`src/tone_gate_pkg.sv`:
```
// Purpose: constants and types shared by the tone gate control block
// Assumes: 100 MHz core clock
// Notes:   timing figures are kept in ns and converted to cycles here
package tone_gate_pkg;

	localparam int CLK_PERIOD_NS     = 10;
	localparam int EXT_START_NS      = 1000;
	localparam int EXT_STOP_NS       = 60000;
	localparam int ENV_START_NS      = 6000;
	localparam int ENV_STOP_MIN_NS   = 15000;
	localparam int ENV_STOP_MAX_NS   = 60000;
	localparam int TONE_HALF_NS      = 22727;

	localparam int EXT_START_CYC = EXT_START_NS / CLK_PERIOD_NS;
	localparam int EXT_STOP_CYC  = EXT_STOP_NS / CLK_PERIOD_NS;
	localparam int ENV_START_CYC = ENV_START_NS / CLK_PERIOD_NS;
	// Envelope stop picked inside the window, midway
	localparam int ENV_STOP_CYC  =
		(ENV_STOP_MIN_NS + ENV_STOP_MAX_NS) / (2 * CLK_PERIOD_NS);
	// Half period of 22 kHz, rounded down
	localparam int TONE_HALF_CYC = TONE_HALF_NS / CLK_PERIOD_NS;

	localparam int CNT_W = 16;

	localparam logic       CTRL_RST_VAL = 1'b0;
	localparam logic [1:0] SYNC_RST_VAL = 2'h0;

	typedef struct packed {
		logic ext_mode;
		logic tone_en;
	} tone_ctrl_t;

	typedef enum logic [1:0] {
		ST_IDLE,
		ST_START,
		ST_ON,
		ST_STOP
	} gate_state_t;

endpackage

```
`src/tone_gate_control.sv`:
```
// Purpose: decide when the internal tone or the external waveform drives the regulated output
// Assumes: control bits come from the host register logic on this clock
// Notes:   tone control input is a pin and is synchronised here
`timescale 1ns/1ps
`default_nettype none
module tone_gate_control
	import tone_gate_pkg::*;
(
	input  wire logic       i_core_clk,
	input  wire logic       i_rst_n,
	input  wire tone_ctrl_t i_ctrl,
	input  wire logic       i_ctrl_wr,
	input  wire logic       i_tone_control_input,
	input  wire logic       i_supply_low_lockout,
	output var  logic       o_regulated_output_tone,
	output var  logic       o_tone_active,
	output var  tone_ctrl_t o_ctrl
);

	////////////////////////////////////////////////////////////////////////
	// Control bits, cleared and frozen while locked out

	tone_ctrl_t ctrl_ff;
	wire        lock = i_supply_low_lockout;

	always_ff @(posedge i_core_clk)
	begin
		if (!i_rst_n || lock)
			ctrl_ff <= '{CTRL_RST_VAL, CTRL_RST_VAL};
		else if (i_ctrl_wr)
			ctrl_ff <= i_ctrl;
	end

	assign o_ctrl = ctrl_ff;

	////////////////////////////////////////////////////////////////////////
	// Pin synchroniser: stage 1 only feeds stage 2

	logic s1_ff;
	logic s2_ff;
	logic s3_ff;
	logic pin_ff;

	always_ff @(posedge i_core_clk)
	begin
		if (!i_rst_n)
		begin
			s1_ff  <= 1'b0;
			s2_ff  <= 1'b0;
			s3_ff  <= 1'b0;
			pin_ff <= 1'b0;
		end
		else
		begin
			s1_ff  <= i_tone_control_input;
			s2_ff  <= s1_ff;
			s3_ff  <= s2_ff;
			pin_ff <= (s2_ff == s3_ff) ? s2_ff : pin_ff;
		end
	end

	logic pin_d_ff;
	always_ff @(posedge i_core_clk)
	begin
		if (!i_rst_n)
			pin_d_ff <= 1'b0;
		else
			pin_d_ff <= pin_ff;
	end

	wire pin_edge = pin_ff ^ pin_d_ff;
	wire ext_sel  = ctrl_ff.ext_mode & ctrl_ff.tone_en;
	wire env_sel  = ~ctrl_ff.ext_mode & ctrl_ff.tone_en;
	wire enabled  = ctrl_ff.tone_en & ~lock;

	////////////////////////////////////////////////////////////////////////
	// Gate state machine
	// External mode: any edge is activity; silence for the stop time ends it.
	// Envelope mode: level high is activity; low for the stop time ends it.

	gate_state_t      state_ff;
	gate_state_t      nxt_state;
	logic [CNT_W-1:0] cnt_ff;
	logic [CNT_W-1:0] nxt_cnt;

	wire idle_act = ext_sel ? pin_edge : pin_ff;
	wire [CNT_W-1:0] start_lim = ext_sel ? CNT_W'(EXT_START_CYC)
	                                     : CNT_W'(ENV_START_CYC);
	wire [CNT_W-1:0] stop_lim  = ext_sel ? CNT_W'(EXT_STOP_CYC)
	                                     : CNT_W'(ENV_STOP_CYC);
	wire quiet = ext_sel ? ~pin_edge : ~pin_ff;

	always_comb
	begin
		nxt_state = state_ff;
		nxt_cnt   = cnt_ff;
		case (state_ff)
			ST_IDLE:
			begin
				nxt_cnt = '0;
				if (idle_act)
					nxt_state = ST_START;
			end
			ST_START:
			begin
				nxt_cnt = cnt_ff + CNT_W'(1);
				if (cnt_ff >= start_lim - CNT_W'(1))
				begin
					nxt_state = ST_ON;
					nxt_cnt   = '0;
				end
			end
			ST_ON:
			begin
				nxt_cnt = quiet ? cnt_ff + CNT_W'(1) : '0;
				if (quiet && cnt_ff >= stop_lim - CNT_W'(1))
				begin
					nxt_state = ST_IDLE;
					nxt_cnt   = '0;
				end
			end
			default:
			begin
				nxt_state = ST_IDLE;
				nxt_cnt   = '0;
			end
		endcase
		if (!enabled)
		begin
			nxt_state = ST_IDLE;
			nxt_cnt   = '0;
		end
	end

	always_ff @(posedge i_core_clk)
	begin
		if (!i_rst_n)
		begin
			state_ff <= ST_IDLE;
			cnt_ff   <= '0;
		end
		else
		begin
			state_ff <= nxt_state;
			cnt_ff   <= nxt_cnt;
		end
	end

	wire gate_on = (state_ff == ST_ON) & enabled;

	////////////////////////////////////////////////////////////////////////
	// Tone source. In external mode the waveform sets frequency and duty;
	// the analog shaping after this pin sets rise, fall and amplitude.

	logic osc_tone;

	tone_osc u_osc (
		.i_core_clk (i_core_clk),
		.i_rst_n    (i_rst_n),
		.i_run      (gate_on & env_sel),
		.o_tone     (osc_tone)
	);

	logic out_ff;
	// Continuous tone is envelope mode with the pin held high
	wire nxt_out = gate_on & (ext_sel ? pin_ff : osc_tone);

	always_ff @(posedge i_core_clk)
	begin
		if (!i_rst_n)
			out_ff <= 1'b0;
		else
			out_ff <= nxt_out;
	end

	logic act_ff;
	always_ff @(posedge i_core_clk)
	begin
		if (!i_rst_n)
			act_ff <= 1'b0;
		else
			act_ff <= gate_on;
	end

	assign o_regulated_output_tone = out_ff;
	assign o_tone_active           = act_ff;

	////////////////////////////////////////////////////////////////////////
	// Checks

	no_tone_off_a: assert property (@(posedge i_core_clk) disable iff (!i_rst_n)
		!ctrl_ff.tone_en |=> !o_tone_active)
		else $error("tone active with enable clear");

	lock_quiet_a: assert property (@(posedge i_core_clk) disable iff (!i_rst_n)
		lock |=> (!o_regulated_output_tone && ctrl_ff == '0))
		else $error("activity during lockout");

	lock_clear_a: assert property (@(posedge i_core_clk) disable iff (!i_rst_n)
		lock && i_ctrl_wr |=> !ctrl_ff.tone_en)
		else $error("control written during lockout");

	ext_start_a: assert property (@(posedge i_core_clk) disable iff (!i_rst_n)
		state_ff == ST_START && ext_sel && enabled |=>
		(state_ff == ST_ON) ==
		($past(cnt_ff) >= CNT_W'(EXT_START_CYC - 1)))
		else $error("external start at wrong time");

	ext_follow_a: assert property (@(posedge i_core_clk) disable iff (!i_rst_n)
		gate_on && ext_sel |=> o_regulated_output_tone == $past(pin_ff))
		else $error("output not following waveform");

	env_gate_a: assert property (@(posedge i_core_clk) disable iff (!i_rst_n)
		env_sel && !gate_on |=> !o_regulated_output_tone)
		else $error("tone outside envelope");

	stop_cnt_a: assert property (@(posedge i_core_clk) disable iff (!i_rst_n)
		state_ff == ST_ON && !quiet |=> cnt_ff == '0 || state_ff != ST_ON)
		else $error("stop timer not restarted by activity");

	env_stop_a: assert property (@(posedge i_core_clk) disable iff (!i_rst_n)
		$fell(gate_on) && env_sel |-> $past(cnt_ff) >= CNT_W'(ENV_STOP_CYC - 1)
		|| !enabled)
		else $error("envelope stop too early");

endmodule
`default_nettype wire

```
`src/tone_osc.sv`:
```
// Purpose: internal 22 kHz square tone generator
// Assumes: enabled only by the gate controller
// Notes:   phase restarts low whenever disabled
`timescale 1ns/1ps
`default_nettype none
module tone_osc
	import tone_gate_pkg::*;
(
	input  wire logic i_core_clk,
	input  wire logic i_rst_n,
	input  wire logic i_run,
	output var  logic o_tone
);

	logic [CNT_W-1:0] cnt_ff;
	logic             tone_ff;
	wire              wrap = (cnt_ff == CNT_W'(TONE_HALF_CYC - 1));

	always_ff @(posedge i_core_clk)
	begin
		if (!i_rst_n || !i_run)
		begin
			cnt_ff  <= '0;
			tone_ff <= 1'b0;
		end
		else
		begin
			cnt_ff  <= wrap ? '0 : cnt_ff + CNT_W'(1);
			tone_ff <= wrap ? ~tone_ff : tone_ff;
		end
	end

	assign o_tone = tone_ff;

endmodule
`default_nettype wire

```
`config.mk`:
```
export PLATFORM = sky130hd
export DESIGN_NAME = tone_gate_control
export DESIGN_NICKNAME = d
export VERILOG_FILES = /design/src/tone_gate_pkg.sv /design/src/tone_gate_control.sv /design/src/tone_osc.sv
export SDC_FILE = /design/constraint.sdc
export NUM_CORES = 1
export LEC_CHECK = 0
export BUFFER_PORTS_ARGS = -buffer_cell sky130_fd_sc_hd__buf_2
export CORE_AREA = 2 2 72 74
export DETAILED_ROUTE_END_ITERATION = 10
export DIE_AREA = 0 0 74 76
export SYNTH_ARGS = -nofsm -noshare
export SYNTH_HDL_FRONTEND = slang
export SYNTH_SLANG_ARGS = --single-unit
```
`constraint.sdc`:
```
create_clock -name i_core_clk -period 1.9 [get_ports i_core_clk]
set_input_delay 0.19 -clock i_core_clk [delete_from_list [all_inputs] [get_ports i_core_clk]]
set_output_delay 0.19 -clock i_core_clk [all_outputs]
set_load 0.01 [all_outputs]
```
==> flow_summary.ini, run 1 <==
[global_route]
grt_max_degree = 15
grt_usage = 0.167
grt_pass1_vias = 1627
grt_overflow = 0
antenna_found_initial = 0
grt_pass1_wl_um = 7360

[sta]
rsz0062_at_grt = true
max_freq_ghz = 0.521
slew_viol_final = 0
period_minus_slack_ps = 1920
setup_tns_ps = -23.0
fin_skew_ps = 8.82
setup_viol = 3
finalHoldViolCount = 0
setup_ws_ps = -20.6
period_share = 1.01

[routing]
via_per_inst = 4.97
route.detailed.drc = 0
wl_per_cell_um = 12.6
drt_pass1_iterations = 4
drt_iter0_drc = 94
routed_wl_um = 4290
drtAntennaViolNets = 0
vias = 1690

[synthesis]
synth-simple-area-share = 0.241
yosysUniqueCellTypes = 36
synth_top_area_frac = 0.417
synthCells = 235
synth-seq-cells = 44
ys_warn_count = 0
synthXorXnorAreaFrac = 0.116
yosysTopAreaCell = dfxtp_1
synth_top_family_by_area = simple AND/OR/NAND/NOR gates
synthTopCellsByArea = dfxtp_1 (42%), ha_1 (9.5%), xnor2_1 (6.6%)
syn_area_sq_um = 2110
muxShareOfSynthArea = 0.0243
synth_area_per_cell_sq_um = 8.98
synth-adder-area-share = 0.0948
synth_compound_area_frac = 0.0806
yosysSeqAreaShare = 0.417

[run_status]
violations = negative setup slack
status = finished, violations left

[floorplanning]
core_area_sq_um = 4910
die_y_um = 76
io_pins = 11
die_w_um = 74
rows = 26
initial_utilization = 0.430
fp.dieArea_sq_um = 5620

[worst_setup_path]
cp.arrival_ps = 2150
crit_chain = nand2_8, inv_8, buf_6, ha_4, nor4_2, nand4_1, a41oi_2, nand4_1, buf_6, a21oi_2
cp_max_fo = 7
crit_type = reg2reg
slowest_stage = dfxtp_4
worstSetupStartpointType = flip-flop
crit_family = simple AND/OR/NAND/NOR gates
cp_num_buf_inv = 3
slowest_delay_ps = 370
crit_path_end_kind = flip-flop
cp.required_ps = 2130

[final_layout]
nets = 293
final_core_util = 0.546
area_growth_syn_to_layout_pct = 27.0
n_antenna_cell = 0
final_cells = 340
drive_gt1_frac = 0.270

[power_and_ir_drop]
ir_drop_uv = 293
leakagePower_nw = 0.934
p_per_area_nw_per_um2 = 567
power_mw = 1.52

[worst_hold_path]
hp-class = in2reg

[placed_design]
dp_hpwl_um = 3020
dp_worst_setup_slack_ps = -88.0
io_buffers = 10
gp_congestion = 0.764
placed_cells = 332

[clock_tree]
cts_root_buf = clkbuf_8
cts_tree = done
cts_buffers = 5
cts_sinks = 44
worstSkewPairLatency_ps = 300
cts_max_path_buffers = 2
h-tree-depth = 2
clk_pin_slew_ps = 80

[flow_run]
maxCapViolCount = 0
## flip-flops by register name, indices dropped and copies added (netlist names)
| name | cells |
|---|---|
| o_ctrl | 2 |
| pin_ff | 1 |
| u_osc.o_tone | 1 |
| s3_ff | 1 |
| o_regulated_output_tone | 1 |
| cnt_ff | 16 |
| o_tone_active | 1 |
| pin_d_ff | 1 |
| s2_ff | 1 |
| u_osc.cnt_ff | 16 |
| s1_ff | 1 |
| state_ff | 2 |
## power breakdown
| group | switching, mW | internal, mW |
|---|---|---|
| Combinational | 0.0137 | 0.0161 |
| Clock | 0.312 | 0.249 |
| Sequential | 0.00422 | 0.926 |
## cell usage in the layout, fill, tap and decap left out, drive strengths merged, types with 2 or more instances in the layout
cell type and instances:
and4 4, nor4 3, nand2b 2, nand2 22, a21boi 4, mux2i 4
nand3 12, nor3 6, clkbuf 5, ha 16, xnor2 16, conb 2
a41oi 2, xor2 12, o21ai 4, a21oi 16, nor2 28, and2 6
buf 31, a211oi 2, and3 4, dfxtp 44, inv 8, nand4 8
## worst reg2reg max path, stage by stage, from the launching register on
cell,delay [ps]
dfxtp_4,370
nand2_8,100
inv_8,50
buf_6,120
ha_4,150
nor4_2,150
nand4_1,140
a41oi_2,220
nand4_1,200
buf_6,210
a21oi_2,150
## metal layers
layer	vias up	wire, um	global-route usage
met5	-	0	0
met2	23	1910	0.247
li1	875	-	-
met1	788	2190	0.234
met3	4	150	0.0437
met4	0	41	0.0582
## synthesized netlist by cell type, drive strengths merged
master and number:
ha 16, or4 1, nor3 6, and2b 1, a41oi 2, and2 6
nand4 8, a211oi 2, and4 4, o21bai 1, clkbuf 1, a21oi 16
dfxtp 44, nand4b 1, mux2 1, nand2 22, xor2 12, and3 4
buf 3, nand2b 2, nand3 12, nor4 3, o21ai 4, nor2b 1
nand3b 1, a21boi 4, xnor2 16, mux2i 4, inv 8, nor2 28
conb 1
## per-stage QoR
step,cell area [sq um],hold slack (ps)
after floorplan,2150,312
after global placement,2410,404
after detailed placement,2410,403
after CTS,2570,92.0
after global routing,2680,92.0
final,2680,91.1
## area by class of cell
type | instances | area, sq um
clock buffer | 5 | 68.8
multi-input combinational | 180 | 1350
inverter | 8 | 37.5
sequential | 44 | 888
clock inverter | 2 | 12.5
tap | 70 | 87.6
fill | 455 | 2230
timing repair buffer | 31 | 234
## final timing paths
| kind | from | endpoint | slack, ps | cells after the start |
|---|---|---|---|---|
| worst max-delay path | o_ctrl[1]$_SDFFE_PP0P_ | cnt_ff[8]$_SDFF_PN0_ | -20 | 10 |
| worst min-delay path | i_tone_control_input | s1_ff$_SDFF_PN0_ | 90 | 2 |
| worst min register to register | s1_ff$_SDFF_PN0_ | s2_ff$_SDFF_PN0_ | 450 | 1 |
| worst max register to register | o_ctrl[1]$_SDFFE_PP0P_ | cnt_ff[8]$_SDFF_PN0_ | -20 | 10 |
## repair_timing
action / CTS / global route
gates cloned: 0 / 1
pin swaps: 8 / 8
buffers inserted: 0 / 0
resized for setup: 13 / 29
hold buffers: 0 / 0
endpoints found under the setup margin: 16 / 16
## cell families after synthesis
family                     after synthesis
xor gates and xnor gates                28
AOI/OAI and AO/OA                       29
muxes                                    5
other                                    1
adders and majority gates               16
DFF                                     44
buffers and inverters                   12
and+or+nand+nor                        100
No activity file was read; power rests on OpenSTA's default activity.
==> inputs of run 2 (changes only) <==
--- a/config.mk
+++ b/config.mk
@@ -9,6 +9,7 @@
 export CORE_AREA = 2 2 72 74
 export DETAILED_ROUTE_END_ITERATION = 10
 export DIE_AREA = 0 0 74 76
+export SETUP_SLACK_MARGIN = 0.02
 export SYNTH_ARGS = -nofsm -noshare
 export SYNTH_HDL_FRONTEND = slang
 export SYNTH_SLANG_ARGS = --single-unit
==> run 2 against run 1 <==
Effect of this change: the flow now finishes without violations; flip-flop and latch count stayed put; first-iteration DRC count is 21% higher; clock-buffer cell count stayed put; cell count is 0.59% higher; cell area is 3.0% higher; fmax is 1.3% higher; worst hold slack better by 2.7 ps; die area stayed put; sequential power hardly changed; total power is 0.12% higher; critical endpoint is now state_ff[0]$_SDFFE_PN0P_; highest routed layer unchanged.
==> flow_summary.ini, run 2 (synthesized netlist as in run 1, its figures left out) <==
[sta]
fin_skew_ps = 9.30
max_freq_ghz = 0.528
setup_viol = 0
period_share = 0.997
slew_viol_final = 0
period_minus_slack_ps = 1900
finalHoldViolCount = 0
setup_ws_ps = 4.89
rsz0062_at_grt = true

[floorplanning]
initial_utilization = 0.430
fp.dieArea_sq_um = 5620
die_y_um = 76
io_pins = 11
die_w_um = 74
rows = 26
core_area_sq_um = 4910

[final_layout]
final_cells = 342
n_antenna_cell = 0
n_fill_cell = 445
area_growth_syn_to_layout_pct = 30.8
layout_common_cells = dfxtp_1 (42), nor2_1 (28), nand2_1 (20)
drive_gt1_frac = 0.294
final_core_util = 0.562
nets = 295
reg_top3 = cnt_ff x16, u_osc.cnt_ff x16
final_common_cell = dfxtp_1

[worst_setup_path]
crit_path_end_kind = flip-flop
cp.arrival_ps = 2090
cp.required_ps = 2090
worstSetupStartpointType = flip-flop
crit_type = reg2reg
cp_max_fo = 5

[routing]
routed_wl_um = 4400
wl_per_cell_um = 12.9
drtAntennaViolNets = 0
vias = 1714
drt_iter0_drc = 114
via_per_inst = 5.01
drt_pass1_iterations = 4
route.detailed.drc = 0

[power_and_ir_drop]
ir_drop_uv = 293
power_mw = 1.52
leakagePower_nw = 0.956
p_per_area_nw_per_um2 = 551

[clock_tree]
h-tree-depth = 2
cts_max_path_buffers = 2
clk_pin_slew_ps = 90
cts_tree = done
cts_buffers = 5
worstSkewPairLatency_ps = 300
cts_root_buf = clkbuf_8
cts_sinks = 44

[worst_hold_path]
hp-class = in2reg

[global_route]
grt_max_degree = 15
antenna_found_initial = 0
grt_overflow = 0
grt_usage = 0.170
grt_pass1_vias = 1645
grt_pass1_wl_um = 7470

[placed_design]
gp_congestion = 0.764
dp_hpwl_um = 3020
dp_worst_setup_slack_ps = -88.0
placed_cells = 332
io_buffers = 10

[flow_run]
maxCapViolCount = 0

[run_status]
status = finished, final reports clean
[run 2: per-stage QoR]
step                TNS [ps]  instance area [sq um]  hold WS (ps)
floorplan                  0                   2150           312
global placement        -107                   2410           404
detailed placement      -295                   2410           403
CTS                        0                   2650          92.0
global route           -1630                   2760          92.0
finish                     0                   2760          93.8
[run 2: area by class of cell]
type	instances	area, sq um	area share
Multi-Input combinational cell	180	1420	0.513
Sequential cell	44	888	0.322
Timing Repair Buffer	33	249	0.0902
Tap cell	70	87.6	0.0317
Clock buffer	5	68.8	0.0249
Inverter	8	37.5	0.0136
Clock inverter	2	12.5	0.00453
[run 2: timing repair]
| item | in CTS | in global routing |
|---|---|---|
| endpoints found under the hold margin | 0 | 0 |
| pin swaps | 10 | 15 |
| resized for setup | 25 | 25 |
| buffers inserted | 2 | 0 |
| cloned | 0 | 1 |
| setup endpoints to repair | 16 | 16 |
| hold buffers | 0 | 0 |
[run 2: final timing paths]
| kind | startpoint | endpoint | slack (ps) | depth (start not counted) |
|---|---|---|---|---|
| hold reg to reg | s1_ff$_SDFF_PN0_ | s2_ff$_SDFF_PN0_ | 450 | 1 |
| setup reg to reg | o_ctrl[0]$_SDFFE_PP0P_ | state_ff[0]$_SDFFE_PN0P_ | 5 | 8 |
| hold / removal | i_tone_control_input | s1_ff$_SDFF_PN0_ | 90 | 2 |
| setup / recovery | o_ctrl[0]$_SDFFE_PP0P_ | state_ff[0]$_SDFFE_PN0P_ | 5 | 8 |
[run 2: report_power, final]
| part | switching, mW | total (mW) | leakage, nW | internal (mW) |
|---|---|---|---|---|
| Combinational | 0.0152 | 0.0332 | 0.558 | 0.0180 |
| Sequential | 0.00428 | 0.930 | 0.357 | 0.926 |
| Clock | 0.311 | 0.560 | 0.0400 | 0.249 |
[run 2: layer usage]
layer  track usage  routed length, um
met2         0.252               1960
met5             0                  0
met3        0.0437                131
met1         0.238               2260
met4        0.0582                 41
[run 2: worst max-delay path, cell delays in order, from the launching register on]
cell and delay, ps:
dfxtp_4 380, nand2_8 80, buf_4 130, ha_1 280
nand4_1 90, a21boi_1 170, a211oi_2 80, or4_4 440
mux2i_1 140
==> inputs of run 3 (changes only) <==
--- a/config.mk
+++ b/config.mk
@@ -5,11 +5,13 @@
 export SDC_FILE = /design/constraint.sdc
 export NUM_CORES = 1
 export LEC_CHECK = 0
+export ABC_AREA = 1
 export BUFFER_PORTS_ARGS = -buffer_cell sky130_fd_sc_hd__buf_2
-export CORE_AREA = 2 2 72 74
+export CORE_AREA = 2 2 75 77
 export DETAILED_ROUTE_END_ITERATION = 10
-export DIE_AREA = 0 0 74 76
+export DIE_AREA = 0 0 77 79
 export SETUP_SLACK_MARGIN = 0.02
+export SLEW_MARGIN = 20
 export SYNTH_ARGS = -nofsm -noshare
 export SYNTH_HDL_FRONTEND = slang
 export SYNTH_SLANG_ARGS = --single-unit
==> run 3 against run 2 <==
Effect of this change: area after synthesis increased by 9.1%; routed wire length is 0.27% lower; cell area rose by 2.4%; sequential share of layout area is 0.77 points lower; sequential power about the same; combinational power increased by 9.0%; worst hold slack worse by 24 ps; non-clock buffer count is 7 lower; synthesized cell count is 31% higher; via count rose by 12%; critical endpoint is now cnt_ff[1]$_SDFF_PN0_; cell count increased by 21%; global-route usage shrank 1.5 points.
==> flow_summary.ini, run 3 <==
[clock_tree]
cts_sinks = 44
cts_root_buf = clkbuf_8
cts_buffers = 5
hold_buffers = 0
h-tree-depth = 2
worstSkewPairLatency_ps = 290
cts_tree = done
cts_max_path_buffers = 2
clk_pin_slew_ps = 90

[synthesis]
ys_warn_count = 0
syn_area_sq_um = 2300
synthCells = 307
synthTopCellsByArea = dfxtp_1 (38%), ha_1 (8.7%), nand2_1 (8.6%)
synth_top_area_frac = 0.382
synthTopCellsByCount = nand2_1 (53), nor2_1 (51), dfxtp_1 (44)
yosysUniqueCellTypes = 30
yosysSeqAreaShare = 0.382
synth_area_per_cell_sq_um = 7.50
synth-seq-cells = 44
yosysTopAreaCell = dfxtp_1
async_flop_share = 0
synth_edf_count = 0
ys.flop_type = dfxtp_1
synth_most_common_cell = nand2_1

[global_route]
grt_max_degree = 16
grt_usage = 0.155
grt_pass1_wl_um = 7650
grt_pass1_vias = 1836
antenna_found_initial = 0
grt_overflow = 0

[final_layout]
reg_top3 = cnt_ff x16, u_osc.cnt_ff x16
nets = 363
multi_input_area_sq_um = 1400
area_growth_syn_to_layout_pct = 22.8
n_fill_cell = 528
final_cells = 413
drive_gt1_frac = 0.264
layout_common_cells = nand2_1 (48), inv_1 (43), dfxtp_1 (42)
final_core_util = 0.530
n_antenna_cell = 0
design_area_sq_um = 2830
final_common_cell = nand2_1
register_area_sq_um = 888

[run_status]
status = finished, final reports clean

[sta]
rsz0062_at_grt = true
period_minus_slack_ps = 1810
setup_ws_ps = 90.7
finalHoldViolCount = 0
tightest_slew_ps = 783
relSlewSlack = 0.476
fin_skew_ps = 8.70
slew_viol_final = 0
setup_viol = 0
period_share = 0.952
max_freq_ghz = 0.553

[worst_setup_path]
ff2ff_path_depth = 14
cp.required_ps = 2130
cp_max_fo = 7
slowest_delay_ps = 370
crit_type = reg2reg
reg2reg_setup_slack_ps = 90
cp.arrival_ps = 2040
r2r_start = o_ctrl[0]$_SDFFE_PP0P_
crit_chain = nand2_8, inv_6, ha_1, nand2_2, nor2_1, nor2_1, nand3_1, nand2_1, nand2_1, nand2_2, nand3_2, nand2_4, nand2_8, nor2_2
r2r_end = cnt_ff[1]$_SDFF_PN0_
slowest_stage = dfxtp_4
crit_path_end_kind = flip-flop
worstSetupStartpointType = flip-flop

[placed_design]
placed_cells = 400
placed_cell_area_sq_um = 2510
dp_worst_setup_slack_ps = -56.9
gp_congestion = 0.812
io_buffers = 10
dp_hpwl_um = 3170

[routing]
wl_met1_um = 2030
top_layer_used = met4
vias = 1916
routed_wl_um = 4380
wl_per_cell_um = 10.6
met3_length_um = 96
drtAntennaViolNets = 0
route.detailed.drc = 0
dr_wl_met2_um = 2190
drt_pass1_iterations = 4
via_per_inst = 4.64
drt_iter0_drc = 70

[floorplanning]
rows = 27
io_pins = 11
core_area_sq_um = 5340
die_w_um = 77
fp.dieArea_sq_um = 6080
initial_utilization = 0.432
die_y_um = 79

[power_and_ir_drop]
p_sw_mw = 0.342
clkPwrFrac = 0.372
comb_power_share = 0.024
leakagePower_nw = 1.08
pwr-share-seq = 0.604
swShare = 0.222
p_per_area_nw_per_um2 = 544
ir_drop_uv = 433
p_int_mw = 1.20

[worst_hold_path]
hold-path-cell-count = 3
hp-class = in2reg
hp-start = i_tone_control_input
worstHoldEndpoint = s1_ff$_SDFF_PN0_

[flow_run]
maxCapViolCount = 0
[run 3: cell count changes in the layout (fill, tap and decap cells not counted), moves of 5 or more]
cell / change
a21oi_2: -10
xnor2_1: -10
inv_1: +36
nand2_1: +28
a21oi_1: +10
nor2_2: +17
nand2_2: +5
nor2_1: +12
[run 3: cells by family after synthesis]
kind of cell             share of synthesized area
AND/OR/NAND/NOR                              0.326
flip-flops                                   0.382
other                                      0.00163
buffers and inverters                       0.0880
AO/OA/AOI/OAI                               0.0587
XOR/XNOR                                    0.0565
adder cells (fa/ha/maj)                     0.0869
[run 3: layout make-up]
type | instances | area share
timing repair buffer | 26 | 0.0641
tap | 72 | 0.0318
clock buffer | 5 | 0.0243
multi-input combinational | 215 | 0.494
inverter | 48 | 0.0655
clock inverter | 3 | 0.00663
sequential | 44 | 0.314
[run 3: worst max path at each step]
stage                          endpoint                   start  cells past startpoint
2_1_floorplan     cnt_ff[11]$_SDFF_PN0_  o_ctrl[1]$_SDFFE_PP0P_                     11
3_3_place_gp       cnt_ff[0]$_SDFF_PN0_  o_ctrl[1]$_SDFFE_PP0P_                     14
3_5_place_dp       cnt_ff[2]$_SDFF_PN0_  o_ctrl[0]$_SDFFE_PP0P_                     14
4_1_cts        state_ff[1]$_SDFFE_PN0P_  o_ctrl[1]$_SDFFE_PP0P_                     12
5_1_grt            cnt_ff[0]$_SDFF_PN0_  o_ctrl[0]$_SDFFE_PP0P_                     14
6_report           cnt_ff[1]$_SDFF_PN0_  o_ctrl[0]$_SDFFE_PP0P_                     14
[run 3: power groups by stage]
stage | Combinational [mW] | Clock, mW | Sequential (mW)
after floorplan | 0.0170 | 0 | 0.953
after global placement | 0.0319 | 0 | 0.952
final | 0.0362 | 0.574 | 0.930
after CTS | 0.0322 | 0.596 | 0.931
after detailed placement | 0.0319 | 0 | 0.952
after global routing | 0.0421 | 0.631 | 0.931
[run 3: worst max-delay path, delay by kind of cell (launching register included)]
family	cells	cell delay [ps]
buf+inv	1	50
flops	1	370
simple gates	12	1040
fa+ha+maj	1	290
[run 3: timing repair]
item / CTS / global route
setup endpoints to repair: 16 / 16
cloned: 0 / 1
buffers inserted: 0 / 4
pin swaps: 0 / 13
gates resized for setup: 4 / 39
[run 3: metal layers]
layer | vias to the layer above | track usage
met5 | - | 0
met1 | 856 | 0.180
met2 | 21 | 0.283
met4 | 0 | 0.0482
met3 | 6 | 0.0341
li1 | 1033 | -
[run 3: through the flow]
| step | total power, mW | TNS (ps) | hold slack, ps |
|---|---|---|---|
| 6_report | 1.54 | 0 | 70.2 |
| 5_1_grt | 1.60 | -194 | 75.3 |
| 4_1_cts | 1.56 | 0 | 64.2 |
| 3_5_place_dp | 0.984 | -597 | 381 |
| 3_3_place_gp | 0.984 | -158 | 372 |
| 2_1_floorplan | 0.970 | 0 | 283 |
